$ cat src/design/cart_ctl_regs.svh
// Constants for the cart position command controller
`ifndef CART_CTL_REGS_SVH
`define CART_CTL_REGS_SVH

// Clock rate and bus address
`define CLK_MHZ        25
`define GPIB_ADDR      5'h04
`define CMD_MLA        (8'h20 | {3'h0, `GPIB_ADDR})
`define CMD_MTA        (8'h40 | {3'h0, `GPIB_ADDR})
`define CMD_UNL        8'h3F

// Command characters
`define KEY_CH0        8'h4D
`define KEY_CH1        8'h4F
`define KEY_CH2        8'h56
`define CH_SEMI        8'h3B
`define CH_LF          8'h0A
`define CH_CR          8'h0D
`define CH_ZERO        8'h30
`define CH_NINE        8'h39

// Destination safety limits, inclusive (300 and 965)
`define DEST_MIN       12'h12C
`define DEST_MAX       12'h3C5
`define ACC_SAT        12'hFFF

// Error bytes
`define ERR_KEY        8'h00
`define ERR_DEST       8'h01
`define ERR_SRC        8'h02
`define ERR_NONE       8'hFF

// Converter codes: 0 is +10 V, 0xFFF is -10 V
`define DAC_STOP       12'h800
`define DAC_UP         12'h600
`define DAC_DOWN       12'hA00

// Timing: bus data settling, ADC poll period and conversion timeout
`define SETTLE_NS      2000
`define SETTLE_CYC     ((`SETTLE_NS * `CLK_MHZ + 999) / 1000)
`define POLL_US        1000
`define POLL_CYC       (`POLL_US * `CLK_MHZ)
`define ADC_TMO_US     100
`define ADC_TMO_CYC    (`ADC_TMO_US * `CLK_MHZ)

`endif

$ cat src/design/cart_ctl_pkg.sv
// Types for the cart position command controller
package cart_ctl_pkg;

   typedef enum logic [1:0] {AH_IDLE = 2'h0, AH_READY = 2'h1, AH_ACCEPT = 2'h2} ahState_t;
   typedef enum logic [1:0] {SH_IDLE = 2'h0, SH_SETTLE = 2'h1, SH_WAIT = 2'h2} shState_t;
   typedef enum logic [1:0] {P_KEY = 2'h0, P_SEP = 2'h1, P_NUM = 2'h2, P_BAD = 2'h3} parse_t;
   typedef enum logic {M_IDLE = 1'h0, M_RUN = 1'h1} motion_t;

   typedef struct packed {
      logic [13:0] pin1;
      logic [13:0] pin2;
      ahState_t    ah;
      logic        lsn;
      logic        tal;
      logic [7:0]  db;
      logic        dbEoi;
      logic        dbAtn;
      logic        got;
      parse_t      pst;
      logic [1:0]  cnt;
      logic [11:0] acc;
      logic        nd;
      logic        errValid;
      logic [7:0]  errCode;
      motion_t     mst;
      logic [11:0] target;
      logic [11:0] dac;
      shState_t    sh;
      logic [7:0]  dout;
      logic [5:0]  tmr;
      logic        sent;
   } ctl_state_t;

   typedef struct packed {
      logic [10:0] in1;
      logic [10:0] in2;
      logic        donePrev;
      logic [15:0] div;
      logic        busy;
      logic [11:0] tmr;
      logic        start;
      logic        valid;
      logic        fault;
      logic [9:0]  sample;
   } poll_state_t;

endpackage

$ cat src/design/adc_poller.sv
// Periodic ADC conversion requests with timeout detection
`timescale 1ns/1ns
`include "cart_ctl_regs.svh"

module adc_poller #(
   parameter int POLL_CYC = `POLL_CYC
) (
   input  wire logic       ref_clk,
   input  wire logic       reset,
   input  wire logic       enable,
   input  wire logic       adcDone,
   input  wire logic [9:0] adcData,
   output logic            convStart,
   output logic            sampleValid,
   output logic [9:0]      sample,
   output logic            fault
);

   cart_ctl_pkg::poll_state_t st;
   cart_ctl_pkg::poll_state_t next_st;
   logic tick;

   // Divider tick; first poll comes right after enable
   assign tick = (st.div == 16'h0000);

   always_comb begin
      next_st       = st;
      next_st.in1   = {adcDone, adcData};
      next_st.in2   = st.in1;
      next_st.start = 1'h0;
      next_st.valid = 1'h0;
      next_st.fault = 1'h0;
      next_st.donePrev = st.in2[10];
      if (!enable) begin
         next_st.div  = 16'h0000;
         next_st.busy = 1'h0;
      end else begin
         next_st.div = tick ? 16'(POLL_CYC - 1) : st.div - 16'h0001;
         // Only one conversion in flight; a late tick is skipped
         if (tick && !st.busy) begin
            next_st.start = 1'h1;
            next_st.busy  = 1'h1;
            next_st.tmr   = 12'h000;
         end
         if (st.busy) begin
            if (st.in2[10] && !st.donePrev) begin
               next_st.sample = st.in2[9:0];
               next_st.valid  = 1'h1;
               next_st.busy   = 1'h0;
            end else if (st.tmr == 12'(`ADC_TMO_CYC - 1)) begin
               // Missing conversion means broken feedback path
               next_st.fault = 1'h1;
               next_st.busy  = 1'h0;
            end else begin
               next_st.tmr = st.tmr + 12'h001;
            end
         end
      end
   end

   // State register
   always_ff @(posedge ref_clk or posedge reset) begin
      if (reset) begin
         st <= '0;
      end else begin
         st <= next_st;
      end
   end

   assign convStart   = st.start;
   assign sampleValid = st.valid;
   assign sample      = st.sample;
   assign fault       = st.fault;

endmodule

$ cat src/design/cart_position_command_controller.sv
// Cart positioning controller driven by move commands over an IEEE 488 bus
`timescale 1ns/1ns
`include "cart_ctl_regs.svh"

// Summary of operation
// - The block listens and talks on the bus only at its one fixed address.
// - A command is the move keyword, a semicolon, then the destination digits.
// - The digits after the semicolon form a decimal target ADC reading.
// - A valid command drives the DAC so the cart heads toward the target.
// - During travel the position display voltage is sampled through the ADC.
// - The ADC is polled repeatedly until the destination is reached.
// - The cart stops as soon as the reading matches the target.
// - The DAC code is a signed velocity: sign picks direction, size picks speed.
// - A bad keyword or operand leaves an error byte the host can read back.
// - Error code zero means the first three characters were not the keyword.
// - Error code one means a missing semicolon, a bad or missing number, or a target outside 300 to 965.
// - Error code two means the ADC position feedback has failed.
module cart_position_command_controller #(
   parameter int POLL_CYC = `POLL_CYC
) (
   input  wire logic        ref_clk,
   input  wire logic        reset,
   input  wire logic [7:0]  dioIn_n,
   output logic      [7:0]  dioOut_n,
   output logic      [7:0]  dioOe,
   input  wire logic        davIn_n,
   output logic             davOut_n,
   output logic             davOe,
   input  wire logic        nrfdIn_n,
   output logic             nrfdOut_n,
   output logic             nrfdOe,
   input  wire logic        ndacIn_n,
   output logic             ndacOut_n,
   output logic             ndacOe,
   input  wire logic        eoiIn_n,
   output logic             eoiOut_n,
   output logic             eoiOe,
   input  wire logic        atn_n,
   input  wire logic        ifc_n,
   output logic             adcStart,
   input  wire logic        adcDone,
   input  wire logic [9:0]  adcData,
   output logic      [11:0] dacCode
);

   cart_ctl_pkg::ctl_state_t st;
   cart_ctl_pkg::ctl_state_t next_st;

   logic [7:0] dio;
   logic       ifc;
   logic       atn;
   logic       eoi;
   logic       dav;
   logic       nrfd;
   logic       ndac;
   logic       sampleValid;
   logic [9:0] sample;
   logic       fault;
   logic       moving;

   // Bus lines are active low; use synchronised copies, true-high
   assign ifc  = ~st.pin2[13];
   assign atn  = ~st.pin2[12];
   assign eoi  = ~st.pin2[11];
   assign dav  = ~st.pin2[10];
   assign nrfd = ~st.pin2[9];
   assign ndac = ~st.pin2[8];
   assign dio  = ~st.pin2[7:0];
   assign moving = (st.mst == cart_ctl_pkg::M_RUN);

   // Position sampling only runs while the cart travels
   adc_poller #(
      .POLL_CYC    (POLL_CYC)
   ) u_poller (
      .ref_clk     (ref_clk),
      .reset       (reset),
      .enable      (moving),
      .adcDone     (adcDone),
      .adcData     (adcData),
      .convStart   (adcStart),
      .sampleValid (sampleValid),
      .sample      (sample),
      .fault       (fault)
   );

   always_comb begin
      logic [15:0] prod;
      logic [7:0]  want;
      logic        isDigit;
      prod    = 16'h0000;
      want    = 8'h00;
      isDigit = 1'h0;
      next_st      = st;
      next_st.pin1 = {ifc_n, atn_n, eoiIn_n, davIn_n, nrfdIn_n, ndacIn_n, dioIn_n};
      next_st.pin2 = st.pin1;
      next_st.got  = 1'h0;

      // Acceptor handshake: every device takes commands under ATN
      unique case (st.ah)
         cart_ctl_pkg::AH_IDLE: begin
            if (atn || st.lsn) begin
               next_st.ah = cart_ctl_pkg::AH_READY;
            end
         end
         cart_ctl_pkg::AH_READY: begin
            if (!(atn || st.lsn)) begin
               next_st.ah = cart_ctl_pkg::AH_IDLE;
            end else if (dav) begin
               next_st.db    = dio;
               next_st.dbEoi = eoi;
               next_st.dbAtn = atn;
               next_st.got   = 1'h1;
               next_st.ah    = cart_ctl_pkg::AH_ACCEPT;
            end
         end
         cart_ctl_pkg::AH_ACCEPT: begin
            if (!dav) begin
               next_st.ah = cart_ctl_pkg::AH_READY;
            end
         end
         default: next_st.ah = cart_ctl_pkg::AH_IDLE;
      endcase

      // Source handshake: one byte with EOI per talk addressing
      unique case (st.sh)
         cart_ctl_pkg::SH_IDLE: begin
            if (st.tal && !atn && !st.sent) begin
               next_st.dout = st.errValid ? st.errCode : `ERR_NONE;
               next_st.tmr  = 6'h00;
               next_st.sh   = cart_ctl_pkg::SH_SETTLE;
            end
         end
         cart_ctl_pkg::SH_SETTLE: begin
            // Open-collector lines need time to settle before DAV
            if (atn || !st.tal) begin
               next_st.sh = cart_ctl_pkg::SH_IDLE;
            end else if (st.tmr != 6'(`SETTLE_CYC - 1)) begin
               next_st.tmr = st.tmr + 6'h01;
            end else if (!nrfd) begin
               next_st.sh = cart_ctl_pkg::SH_WAIT;
            end
         end
         cart_ctl_pkg::SH_WAIT: begin
            if (atn || !st.tal) begin
               next_st.sh = cart_ctl_pkg::SH_IDLE;
            end else if (!ndac) begin
               next_st.sh       = cart_ctl_pkg::SH_IDLE;
               next_st.sent     = 1'h1;
               next_st.errValid = 1'h0;
            end
         end
         default: next_st.sh = cart_ctl_pkg::SH_IDLE;
      endcase
      if (!st.tal || atn) begin
         next_st.sent = 1'h0;
      end

      // Travel: steer by each fresh sample, stop on arrival or overshoot
      if (moving) begin
         if (fault) begin
            next_st.mst      = cart_ctl_pkg::M_IDLE;
            next_st.dac      = `DAC_STOP;
            next_st.errValid = 1'h1;
            next_st.errCode  = `ERR_SRC;
         end else if (sampleValid) begin
            if (({2'h0, sample} == st.target) ||
                (st.dac == `DAC_UP && {2'h0, sample} > st.target) ||
                (st.dac == `DAC_DOWN && {2'h0, sample} < st.target)) begin
               next_st.mst = cart_ctl_pkg::M_IDLE;
               next_st.dac = `DAC_STOP;
            end else if ({2'h0, sample} < st.target) begin
               next_st.dac = `DAC_UP;
            end else begin
               next_st.dac = `DAC_DOWN;
            end
         end
      end

      // Bus commands under ATN set or clear our addressing
      if (st.got && st.dbAtn) begin
         if ((st.db & 8'h7F) == `CMD_MLA) begin
            next_st.lsn = 1'h1;
         end else if ((st.db & 8'h7F) == `CMD_UNL) begin
            next_st.lsn = 1'h0;
         end
         if ((st.db & 8'h7F) == `CMD_MTA) begin
            next_st.tal = 1'h1;
         end else if (st.db[6:5] == 2'h2) begin
            next_st.tal = 1'h0;
         end
      end else if (st.got && st.lsn) begin
         // First character of a command drops any old error and motion
         if (st.pst == cart_ctl_pkg::P_KEY && st.cnt == 2'h0) begin
            next_st.errValid = 1'h0;
            next_st.mst      = cart_ctl_pkg::M_IDLE;
            next_st.dac      = `DAC_STOP;
         end
         isDigit = (st.db >= `CH_ZERO) && (st.db <= `CH_NINE);
         want = (st.cnt == 2'h0) ? `KEY_CH0 : (st.cnt == 2'h1) ? `KEY_CH1 : `KEY_CH2;
         unique case (st.pst)
            cart_ctl_pkg::P_KEY: begin
               if (st.db != want) begin
                  next_st.pst      = cart_ctl_pkg::P_BAD;
                  next_st.errValid = 1'h1;
                  next_st.errCode  = `ERR_KEY;
               end else if (st.cnt == 2'h2) begin
                  next_st.pst = cart_ctl_pkg::P_SEP;
               end else begin
                  next_st.cnt = st.cnt + 2'h1;
               end
            end
            cart_ctl_pkg::P_SEP: begin
               if (st.db == `CH_SEMI) begin
                  next_st.pst = cart_ctl_pkg::P_NUM;
                  next_st.acc = 12'h000;
                  next_st.nd  = 1'h0;
               end else begin
                  next_st.pst      = cart_ctl_pkg::P_BAD;
                  next_st.errValid = 1'h1;
                  next_st.errCode  = `ERR_DEST;
               end
            end
            cart_ctl_pkg::P_NUM: begin
               if (isDigit) begin
                  // Saturate so an overlong number still fails the limit test
                  prod = {4'h0, st.acc} * 16'h000A + {8'h00, st.db - `CH_ZERO};
                  next_st.acc = (prod > 16'h0FFF) ? `ACC_SAT : prod[11:0];
                  next_st.nd  = 1'h1;
               end else if (st.db != `CH_LF && st.db != `CH_CR) begin
                  next_st.pst      = cart_ctl_pkg::P_BAD;
                  next_st.errValid = 1'h1;
                  next_st.errCode  = `ERR_DEST;
               end
            end
            cart_ctl_pkg::P_BAD: begin
               next_st.pst = cart_ctl_pkg::P_BAD; // Rest of the string ignored
            end
         endcase

         // End of string: EOI on the last byte, or a line feed
         if (st.dbEoi || st.db == `CH_LF) begin
            unique case (next_st.pst)
               cart_ctl_pkg::P_KEY: begin
                  next_st.errValid = 1'h1;
                  next_st.errCode  = `ERR_KEY;
               end
               cart_ctl_pkg::P_SEP: begin
                  next_st.errValid = 1'h1;
                  next_st.errCode  = `ERR_DEST;
               end
               cart_ctl_pkg::P_NUM: begin
                  if (!next_st.nd || next_st.acc < `DEST_MIN ||
                      next_st.acc > `DEST_MAX) begin
                     next_st.errValid = 1'h1;
                     next_st.errCode  = `ERR_DEST;
                  end else begin
                     next_st.target = next_st.acc;
                     next_st.mst    = cart_ctl_pkg::M_RUN;
                  end
               end
               cart_ctl_pkg::P_BAD: begin
                  next_st.pst = cart_ctl_pkg::P_BAD;
               end
            endcase
            next_st.pst = cart_ctl_pkg::P_KEY;
            next_st.cnt = 2'h0;
         end
      end

      // Interface clear drops addressing and both handshakes
      if (ifc) begin
         next_st.lsn = 1'h0;
         next_st.tal = 1'h0;
         next_st.ah  = cart_ctl_pkg::AH_IDLE;
         next_st.sh  = cart_ctl_pkg::SH_IDLE;
         next_st.pst = cart_ctl_pkg::P_KEY;
         next_st.cnt = 2'h0;
      end
   end

   // State register; the velocity output resets to standstill, not 0
   always_ff @(posedge ref_clk or posedge reset) begin
      if (reset) begin
         st      <= '0;
         st.dac  <= `DAC_STOP;
         // Syncs start released, else a false IFC and ATN follow reset
         st.pin1 <= '1;
         st.pin2 <= '1;
      end else begin
         st <= next_st;
      end
   end

   // Open-drain drivers: enable pulls the wire low
   assign nrfdOut_n = 1'h0;
   assign ndacOut_n = 1'h0;
   assign davOut_n  = 1'h0;
   assign eoiOut_n  = 1'h0;
   assign dioOut_n  = 8'h00;
   assign nrfdOe    = (st.ah == cart_ctl_pkg::AH_ACCEPT);
   assign ndacOe    = (st.ah == cart_ctl_pkg::AH_READY);
   assign davOe     = (st.sh == cart_ctl_pkg::SH_WAIT);
   assign eoiOe     = (st.sh != cart_ctl_pkg::SH_IDLE);
   assign dioOe     = (st.sh != cart_ctl_pkg::SH_IDLE) ? st.dout : 8'h00;
   assign dacCode   = st.dac;

endmodule

$ cat config.mk
export PLATFORM = sky130hd
export DESIGN_NAME = cart_position_command_controller
export DESIGN_NICKNAME = d
export VERILOG_FILES = /design/src/design/cart_ctl_pkg.sv /design/src/design/adc_poller.sv /design/src/design/cart_position_command_controller.sv
export VERILOG_INCLUDE_DIRS = /design/src /design/src/design
export SDC_FILE = /design/constraint.sdc
export NUM_CORES = 1
export LEC_CHECK = 0
export CAP_MARGIN = 0
export CORE_MARGIN = 10
export CORE_UTILIZATION = 42
export CTS_CLUSTER_DIAMETER = 60
export DETAILED_ROUTE_END_ITERATION = 12
export DONT_BUFFER_PORTS = 1
export PLACE_DENSITY = 0.59
export SLEW_MARGIN = 20
export SYNTH_ARGS = -nofsm -noshare
export SYNTH_HDL_FRONTEND = slang
export SYNTH_HIERARCHICAL = 1
export SYNTH_SLANG_ARGS = --single-unit
$ cat constraint.sdc
create_clock -name ref_clk -period 8.8 [get_ports ref_clk]
set_input_delay 1.32 -clock ref_clk [delete_from_list [all_inputs] [get_ports ref_clk]]
set_output_delay 1.32 -clock ref_clk [all_outputs]
set_load 0.01 [all_outputs]
==> results of run 1 <==
worst max path at each step:
stage	start	end	slack, ps	cells past startpoint
2_1_floorplan	st[53]$_DFFE_PP0P_	st[29]$_DFFE_PP0P_	3990	17
3_3_place_gp	st[53]$_DFFE_PP0P_	st[35]$_DFFE_PP0P_	3290	16
4_1_cts	st[53]$_DFFE_PP0P_	st[37]$_DFFE_PP0P_	3220	16
5_1_grt	st[53]$_DFFE_PP0P_	st[37]$_DFFE_PP0P_	2910	16
6_report	st[53]$_DFFE_PP0P_	st[37]$_DFFE_PP0P_	3210	16
3_5_place_dp	st[53]$_DFFE_PP0P_	st[36]$_DFFE_PP0P_	3230	16
cells in the mapped netlist (10+ instances only):
library cell	n
dfrtp_1	147
ha_1	53
and3_1	17
a211oi_1	10
clkbuf_1	18
nor2b_1	29
a21oi_1	66
o21ai_0	50
nand2_1	63
dfstp_2	29
o21a_1	10
a31oi_1	10
inv_1	46
mux2_2	17
nor2_1	90
nor3_1	11
xor2_1	15
buf_4	34
a21o_1	16
nand3_1	29
power groups by stage:
| stage | combinational (mW) | clock [mW] | sequential, mW |
|---|---|---|---|
| 2_1_floorplan | 0.130 | 0 | 0.883 |
| 4_1_cts | 0.165 | 0.776 | 0.887 |
| 5_1_grt | 0.186 | 0.810 | 0.892 |
| 3_5_place_dp | 0.163 | 0 | 0.902 |
| 3_3_place_gp | 0.164 | 0 | 0.902 |
| 6_report | 0.165 | 0.757 | 0.887 |
flip-flops by register name, summed over array words and instances, names as in the netlist:
register              cells
dacCode                  12
moving                    1
next_st                  14
st                       84
u_poller/convStart        1
u_poller/fault            1
u_poller/next_st         12
u_poller/sample          10
u_poller/sampleValid      1
u_poller/st              40
layer usage:
metal | vias to the layer above | track usage [%]
met5 | - | 0
met4 | 0 | 4.35
met3 | 26 | 3.90
met2 | 166 | 24.1
met1 | 3317 | 19.2
li1 | 3342 | -
critical path, cell delays in order (launching register included):
cell	delay, ps
dfrtp_1	490
ha_1	340
ha_1	250
fa_1	480
xor2_1	180
ha_1	240
or4_1	460
o21ai_0	150
o211ai_1	190
a211oi_2	200
o22ai_1	180
or3_4	440
nor3_2	190
mux2i_1	90
o211a_1	300
nor4_4	870
mux2_2	420
logic make-up (layout without fill, tap and decap cells):
| family | count (synthesis) | after routing | share of synthesized area [%] |
|---|---|---|---|
| buffers and inverters | 106 | 84 | 5.67 |
| adders and majority gates | 55 | 55 | 7.32 |
| xor gates and xnor gates | 25 | 25 | 2.36 |
| other | 1 | 12 | 0.0391 |
| AOI/OAI and AO/OA | 251 | 251 | 17.9 |
| DFF | 176 | 176 | 46.2 |
| and+or+nand+nor | 310 | 310 | 16.9 |
| muxes | 30 | 30 | 3.62 |
cell type report:
type / count / area share (%)
clock buffer: 19 / 4.31
clock inverter: 13 / 1.51
inverter: 46 / 1.70
multi-input combinational: 683 / 45.4
sequential: 176 / 43.2
tap: 285 / 3.47
timing repair buffer: 6 / 0.438
==> flow_summary.json, run 1 <==
{
  "tns_ps": 0,
  "synth-seq-area-share_pct": 46.2,
  "n_fill_cell": 2155,
  "diodes": 0,
  "yosys.area.top_type": "dfrtp_1",
  "synth_area_sq_um": 9600,
  "grt_pass1_vias": 6695,
  "sw_frac_of_total_pct": 26.0,
  "hold_class": "flip-flop to flip-flop",
  "port_buffers": 0,
  "hold_buffers": 0,
  "synth_warnings": 6,
  "rrSetupSlack_ps": 3210,
  "final-seq-area_sq_um": 4440,
  "holdWs_ps": 347,
  "vias": 6851,
  "place.gp.congestion": 0.895,
  "whs_endpoint": "u_poller/st[46]$_DFF_PP0_",
  "ys_types": 91,
  "seq_power_share_pct": 49.0,
  "vdd_ir_drop_max_mv": 0.125,
  "status": "complete, no violations",
  "clkSinkCount": 176,
  "r2r_start": "st[53]$_DFFE_PP0P_",
  "clk_path_buf_depth": 2,
  "core-area_sq_um": 22600,
  "final_antenna_net_count": 0,
  "postCtsSetupBuffers": 0,
  "fin_util_pct": 45.5,
  "placed_cell_area_sq_um": 9680,
  "finalClockSkew_ps": 7.85,
  "relSlewSlack_pct": 32.4,
  "die_y_microns": 171,
  "placedCellCount": 1196,
  "startpoint_type": "flip-flop",
  "cts_buffers": 17,
  "wl_microns": 21200,
  "layout_setup_ws_ps": 3210,
  "p_clk_share_pct": 41.8,
  "pre_cts_ws_ps": 3230,
  "grt.total_usage_pct": 14.9,
  "areaGrowthSynthToFinish_pct": 7.05,
  "avgSynthCellArea_sq_um": 10.1,
  "crit_fanout": 13,
  "period_minus_slack_ps": 5590,
  "cts_resized": 0,
  "min_from": "u_poller/next_st[46]$_DFF_PP0_",
  "max_cap_violations": 0,
  "drc": 0,
  "cts_tree": "built",
  "multi_input_comb_area_sq_um": 4660,
  "async_reset_ff_share_pct": 100,
  "hold_path_depth": 0,
  "top_layer": "met4",
  "fin_nets": 1012,
  "worstReg2RegEnd": "st[37]$_DFFE_PP0P_",
  "first_iter_violations": 521,
  "grt_max_degree": 66,
  "firstDrtPassIters": 5,
  "hold_viol": 0,
  "final_common_cell": "dfrtp_1",
  "r2r_cells": 16,
  "wl_met2_microns": 9910,
  "synth_seq_cells": 176,
  "grt_pass1_wl_microns": 34900,
  "mostFrequentLayoutCells": "147 x dfrtp_1, 90 x nor2_1, 66 x a21oi_1",
  "synth_area_leaders": "dfrtp_1 38%, dfstp_2 7.9%, ha_1 6.9%",
  "power.total_mw": 1.81,
  "gr-total-overflow": 0,
  "slew_violations": 0,
  "synthFlopType": "dfrtp_1",
  "path_class": "flip-flop to flip-flop",
  "wire_per_inst_microns": 17.3,
  "postSynthCellCount": 954,
  "antenna_found_initial": 0,
  "dieWidth_microns": 171,
  "synth_edf_count": 0,
  "critPathCaptureType": "flip-flop",
  "stdcell_count": 1228,
  "setup_viol": 0,
  "arrival_ps": 5900,
  "die_area_sq_um": 29300,
  "clock-root-buffer": "clkbuf_16",
  "io_pins": 64,
  "htreeDepth": 4,
  "required_ps": 9110,
  "final_area_sq_um": 10300,
  "clk_latency_ps": 430,
  "rsz0062_at_grt": "false",
  "wl_met1_microns": 9880,
  "synth_top_area_share_pct": 38.3,
  "rows": 55,
  "p_int_mw": 1.34,
  "worstMarginPinSlew_ps": 1000,
  "p_sw_uw": 471,
  "start_util_pct": 42.5,
  "p_per_area_nw_per_um2": 176,
  "combPwrFrac_pct": 9.1,
  "max_freq_mhz": 179,
  "final.period_utilization_pct": 63.6,
  "cellLeakagePower_nw": 4.74,
  "hpwl_microns": 15900,
  "drive_gt1_share_pct": 12.6,
  "routed_via_density": 5.58,
  "met3_length_microns": 1130,
  "clk_pin_slew_ps": 60
}
Note: power is estimated with default switching activity, not from simulation.
==> run 2, diff against run 1 <==
- PLACE_DENSITY: 0.59 -> 0.62
- clock period: 8.8 -> 5 ns (I/O delays scaled with it)
==> run 2 against run 1 <==
- clock power is 96% higher
- sequential share of layout area is 1.5 points lower
- hold slack worse by 59 ps
- routed wire length is 2.9% higher
- via count is 2.8% higher
- sequential cell count stayed put
- critical path depth is 1 higher
- cell area is 3.6% higher
- clock-buffer cell count is 1 lower
- core utilization is 1.7 points higher
- total power is 85% higher
- first-iteration DRC count is 13% lower
- highest routed layer unchanged
==> flow_summary.json, run 2 (synthesis gave the netlist of run 1 again) <==
{
  "status": "complete, no violations",
  "path_class": "flip-flop to flip-flop",
  "placedCellCount": 1213,
  "clkSinkCount": 176,
  "r2r_start": "st[53]$_DFFE_PP0P_",
  "placed_cell_area_sq_um": 9820,
  "largest_reg_flops": 84,
  "p_int_mw": 2.48,
  "wire_per_inst_microns": 17.4,
  "max_freq_mhz": 209,
  "n_fill_cell": 2152,
  "clk_path_buf_depth": 2,
  "relSlewSlack_pct": 45.9,
  "dieWidth_microns": 171,
  "grt_util_met3_pct": 3.25,
  "final_antenna_net_count": 0,
  "wl_microns": 21900,
  "clk_latency_ps": 440,
  "stdcell_count": 1255,
  "crit_family": "compound AO/OA/AOI/OAI gates",
  "cellLeakagePower_nw": 4.91,
  "setup_viol": 0,
  "grt.total_usage_pct": 15.0,
  "critPathSlowestCell": "fa_2",
  "largest_register": "st",
  "firstDrtPassIters": 6,
  "antenna_found_initial": 0,
  "io_pins": 64,
  "port_buffers": 0,
  "critPathCaptureType": "flip-flop",
  "slowest_delay_ps": 520,
  "final-seq-area_sq_um": 4440,
  "pre_cts_ws_ps": 42.9,
  "fin_nets": 1039,
  "layout_setup_ws_ps": 211,
  "crit_buf_inv": 2,
  "p_per_area_nw_per_um2": 314,
  "seq_power_share_pct": 46.5,
  "crit_fanout": 6,
  "grt-busiest-layer": "met2",
  "holdWs_ps": 288,
  "place.gp.congestion": 0.911,
  "die_area_sq_um": 29300,
  "gr-total-overflow": 0,
  "first_iter_violations": 452,
  "path_common_cell": "ha_1",
  "p_clk_share_pct": 44.3,
  "arrival_ps": 5110,
  "p_sw_uw": 869,
  "met1_usage_pct": 20.3,
  "vdd_ir_drop_max_mv": 0.249,
  "rrSetupSlack_ps": 210,
  "drc": 0,
  "finalClockSkew_ps": 10.8,
  "areaGrowthSynthToFinish_pct": 10.9,
  "grt_max_degree": 66,
  "sw_frac_of_total_pct": 26.0,
  "hold_class": "primary input to asynchronous set/reset pin",
  "cts_buffers": 17,
  "max_cap_violations": 0,
  "htreeDepth": 4,
  "hold_viol": 0,
  "multi_input_comb_area_sq_um": 4750,
  "grt_pass1_vias": 6903,
  "grt_pass1_wl_microns": 35500,
  "worstMarginPinSlew_ps": 812,
  "final_area_sq_um": 10700,
  "drive_gt1_share_pct": 16.7,
  "final_common_cell": "dfrtp_1",
  "r2r_cells": 17,
  "slew_violations": 0,
  "period_minus_slack_ps": 4790,
  "clk_pin_slew_ps": 70,
  "mostFrequentLayoutCells": "146 x dfrtp_1, 90 x nor2_1, 66 x a21oi_1",
  "cts_tree": "built",
  "final.period_utilization_pct": 95.8,
  "routed_via_density": 5.61,
  "required_ps": 5320,
  "diodes": 0,
  "vias": 7040,
  "clock-root-buffer": "clkbuf_16",
  "combPwrFrac_pct": 9.2,
  "crit_chain": "ha_1 -> ha_2 -> fa_2 -> ha_1 -> o21a_1 -> a2111oi_1 -> nor4_2 -> xor2_1 -> nand3_1 -> o32ai_2 -> o221ai_1 -> o31a_1 -> a311oi_4 -> nor4_4 -> buf_4 -> clkbuf_16 -> mux2_4",
  "rows": 55,
  "start_util_pct": 42.5,
  "hpwl_microns": 15500,
  "die_y_microns": 171,
  "use_met2_pct": 23.5,
  "startpoint_type": "flip-flop",
  "worstReg2RegEnd": "st[33]$_DFFE_PP0P_",
  "tns_ps": 0,
  "core-area_sq_um": 22600
}
run 2: power by group through the flow:
stage          clock [mW]  sequential, mW  combinational (mW)
2_1_floorplan           0            1.55               0.228
3_3_place_gp            0            1.58               0.289
3_5_place_dp            0            1.58               0.291
4_1_cts              1.51            1.56               0.295
5_1_grt              1.57            1.57               0.341
6_report             1.48            1.56               0.307
run 2: how the worst max path moves through the flow:
stage	startpoint	endpoint	slack [ps]	cells past startpoint
after CTS	st[54]$_DFFE_PP0P_	st[36]$_DFFE_PP0P_	0.5	18
after floorplan	st[53]$_DFFE_PP0P_	st[29]$_DFFE_PP0P_	190	17
after global routing	st[55]$_DFFE_PP0P_	st[35]$_DFFE_PP0P_	-30	21
after global placement	st[54]$_DFFE_PP0P_	st[35]$_DFFE_PP0P_	110	18
after detailed placement	st[54]$_DFFE_PP0P_	st[35]$_DFFE_PP0P_	40	18
final	st[53]$_DFFE_PP0P_	st[33]$_DFFE_PP0P_	210	17
run 2: cell type report:
cell class / instances / share of cell area (%)
multi-input combinational: 683 / 44.6
sequential: 176 / 41.7
clock buffer: 18 / 4.12
tap: 285 / 3.35
timing repair buffer: 33 / 2.58
clock inverter: 14 / 2.03
inverter: 46 / 1.64
run 2: per-stage QoR:
stage / power (mW) / util, %
final: 3.35 / 47.2
after global routing: 3.48 / 47.2
after CTS: 3.36 / 46.4
after detailed placement: 1.87 / 43.5
after global placement: 1.87 / 43.5
after floorplan: 1.78 / -
run 2: timing repair:
action | in CTS | in global routing
hold buffers | 0 | 0
buffers inserted | 0 | 9
gates resized for setup | 0 | 17
endpoints found under the setup margin | 0 | 22
run 2: worst reg2reg max path, delay by kind of cell, from the launching register on:
family / cells / cell delay [ps]
mux: 1 / 290
flops: 1 / 380
compound gates: 6 / 1760
buf+inv: 2 / 330
simple gates: 3 / 350
xor+xnor: 1 / 250
fa+ha+maj: 4 / 1300
run 2: metal layers:
metal / part of all wire (%) / wire length (microns) / vias up
met3: 4.6 / 1010 / 32
met5: 0 / 0 / -
met2: 46 / 10200 / 157
met4: 2.0 / 448 / 0
met1: 47 / 10300 / 3458
li1: - / - / 3393
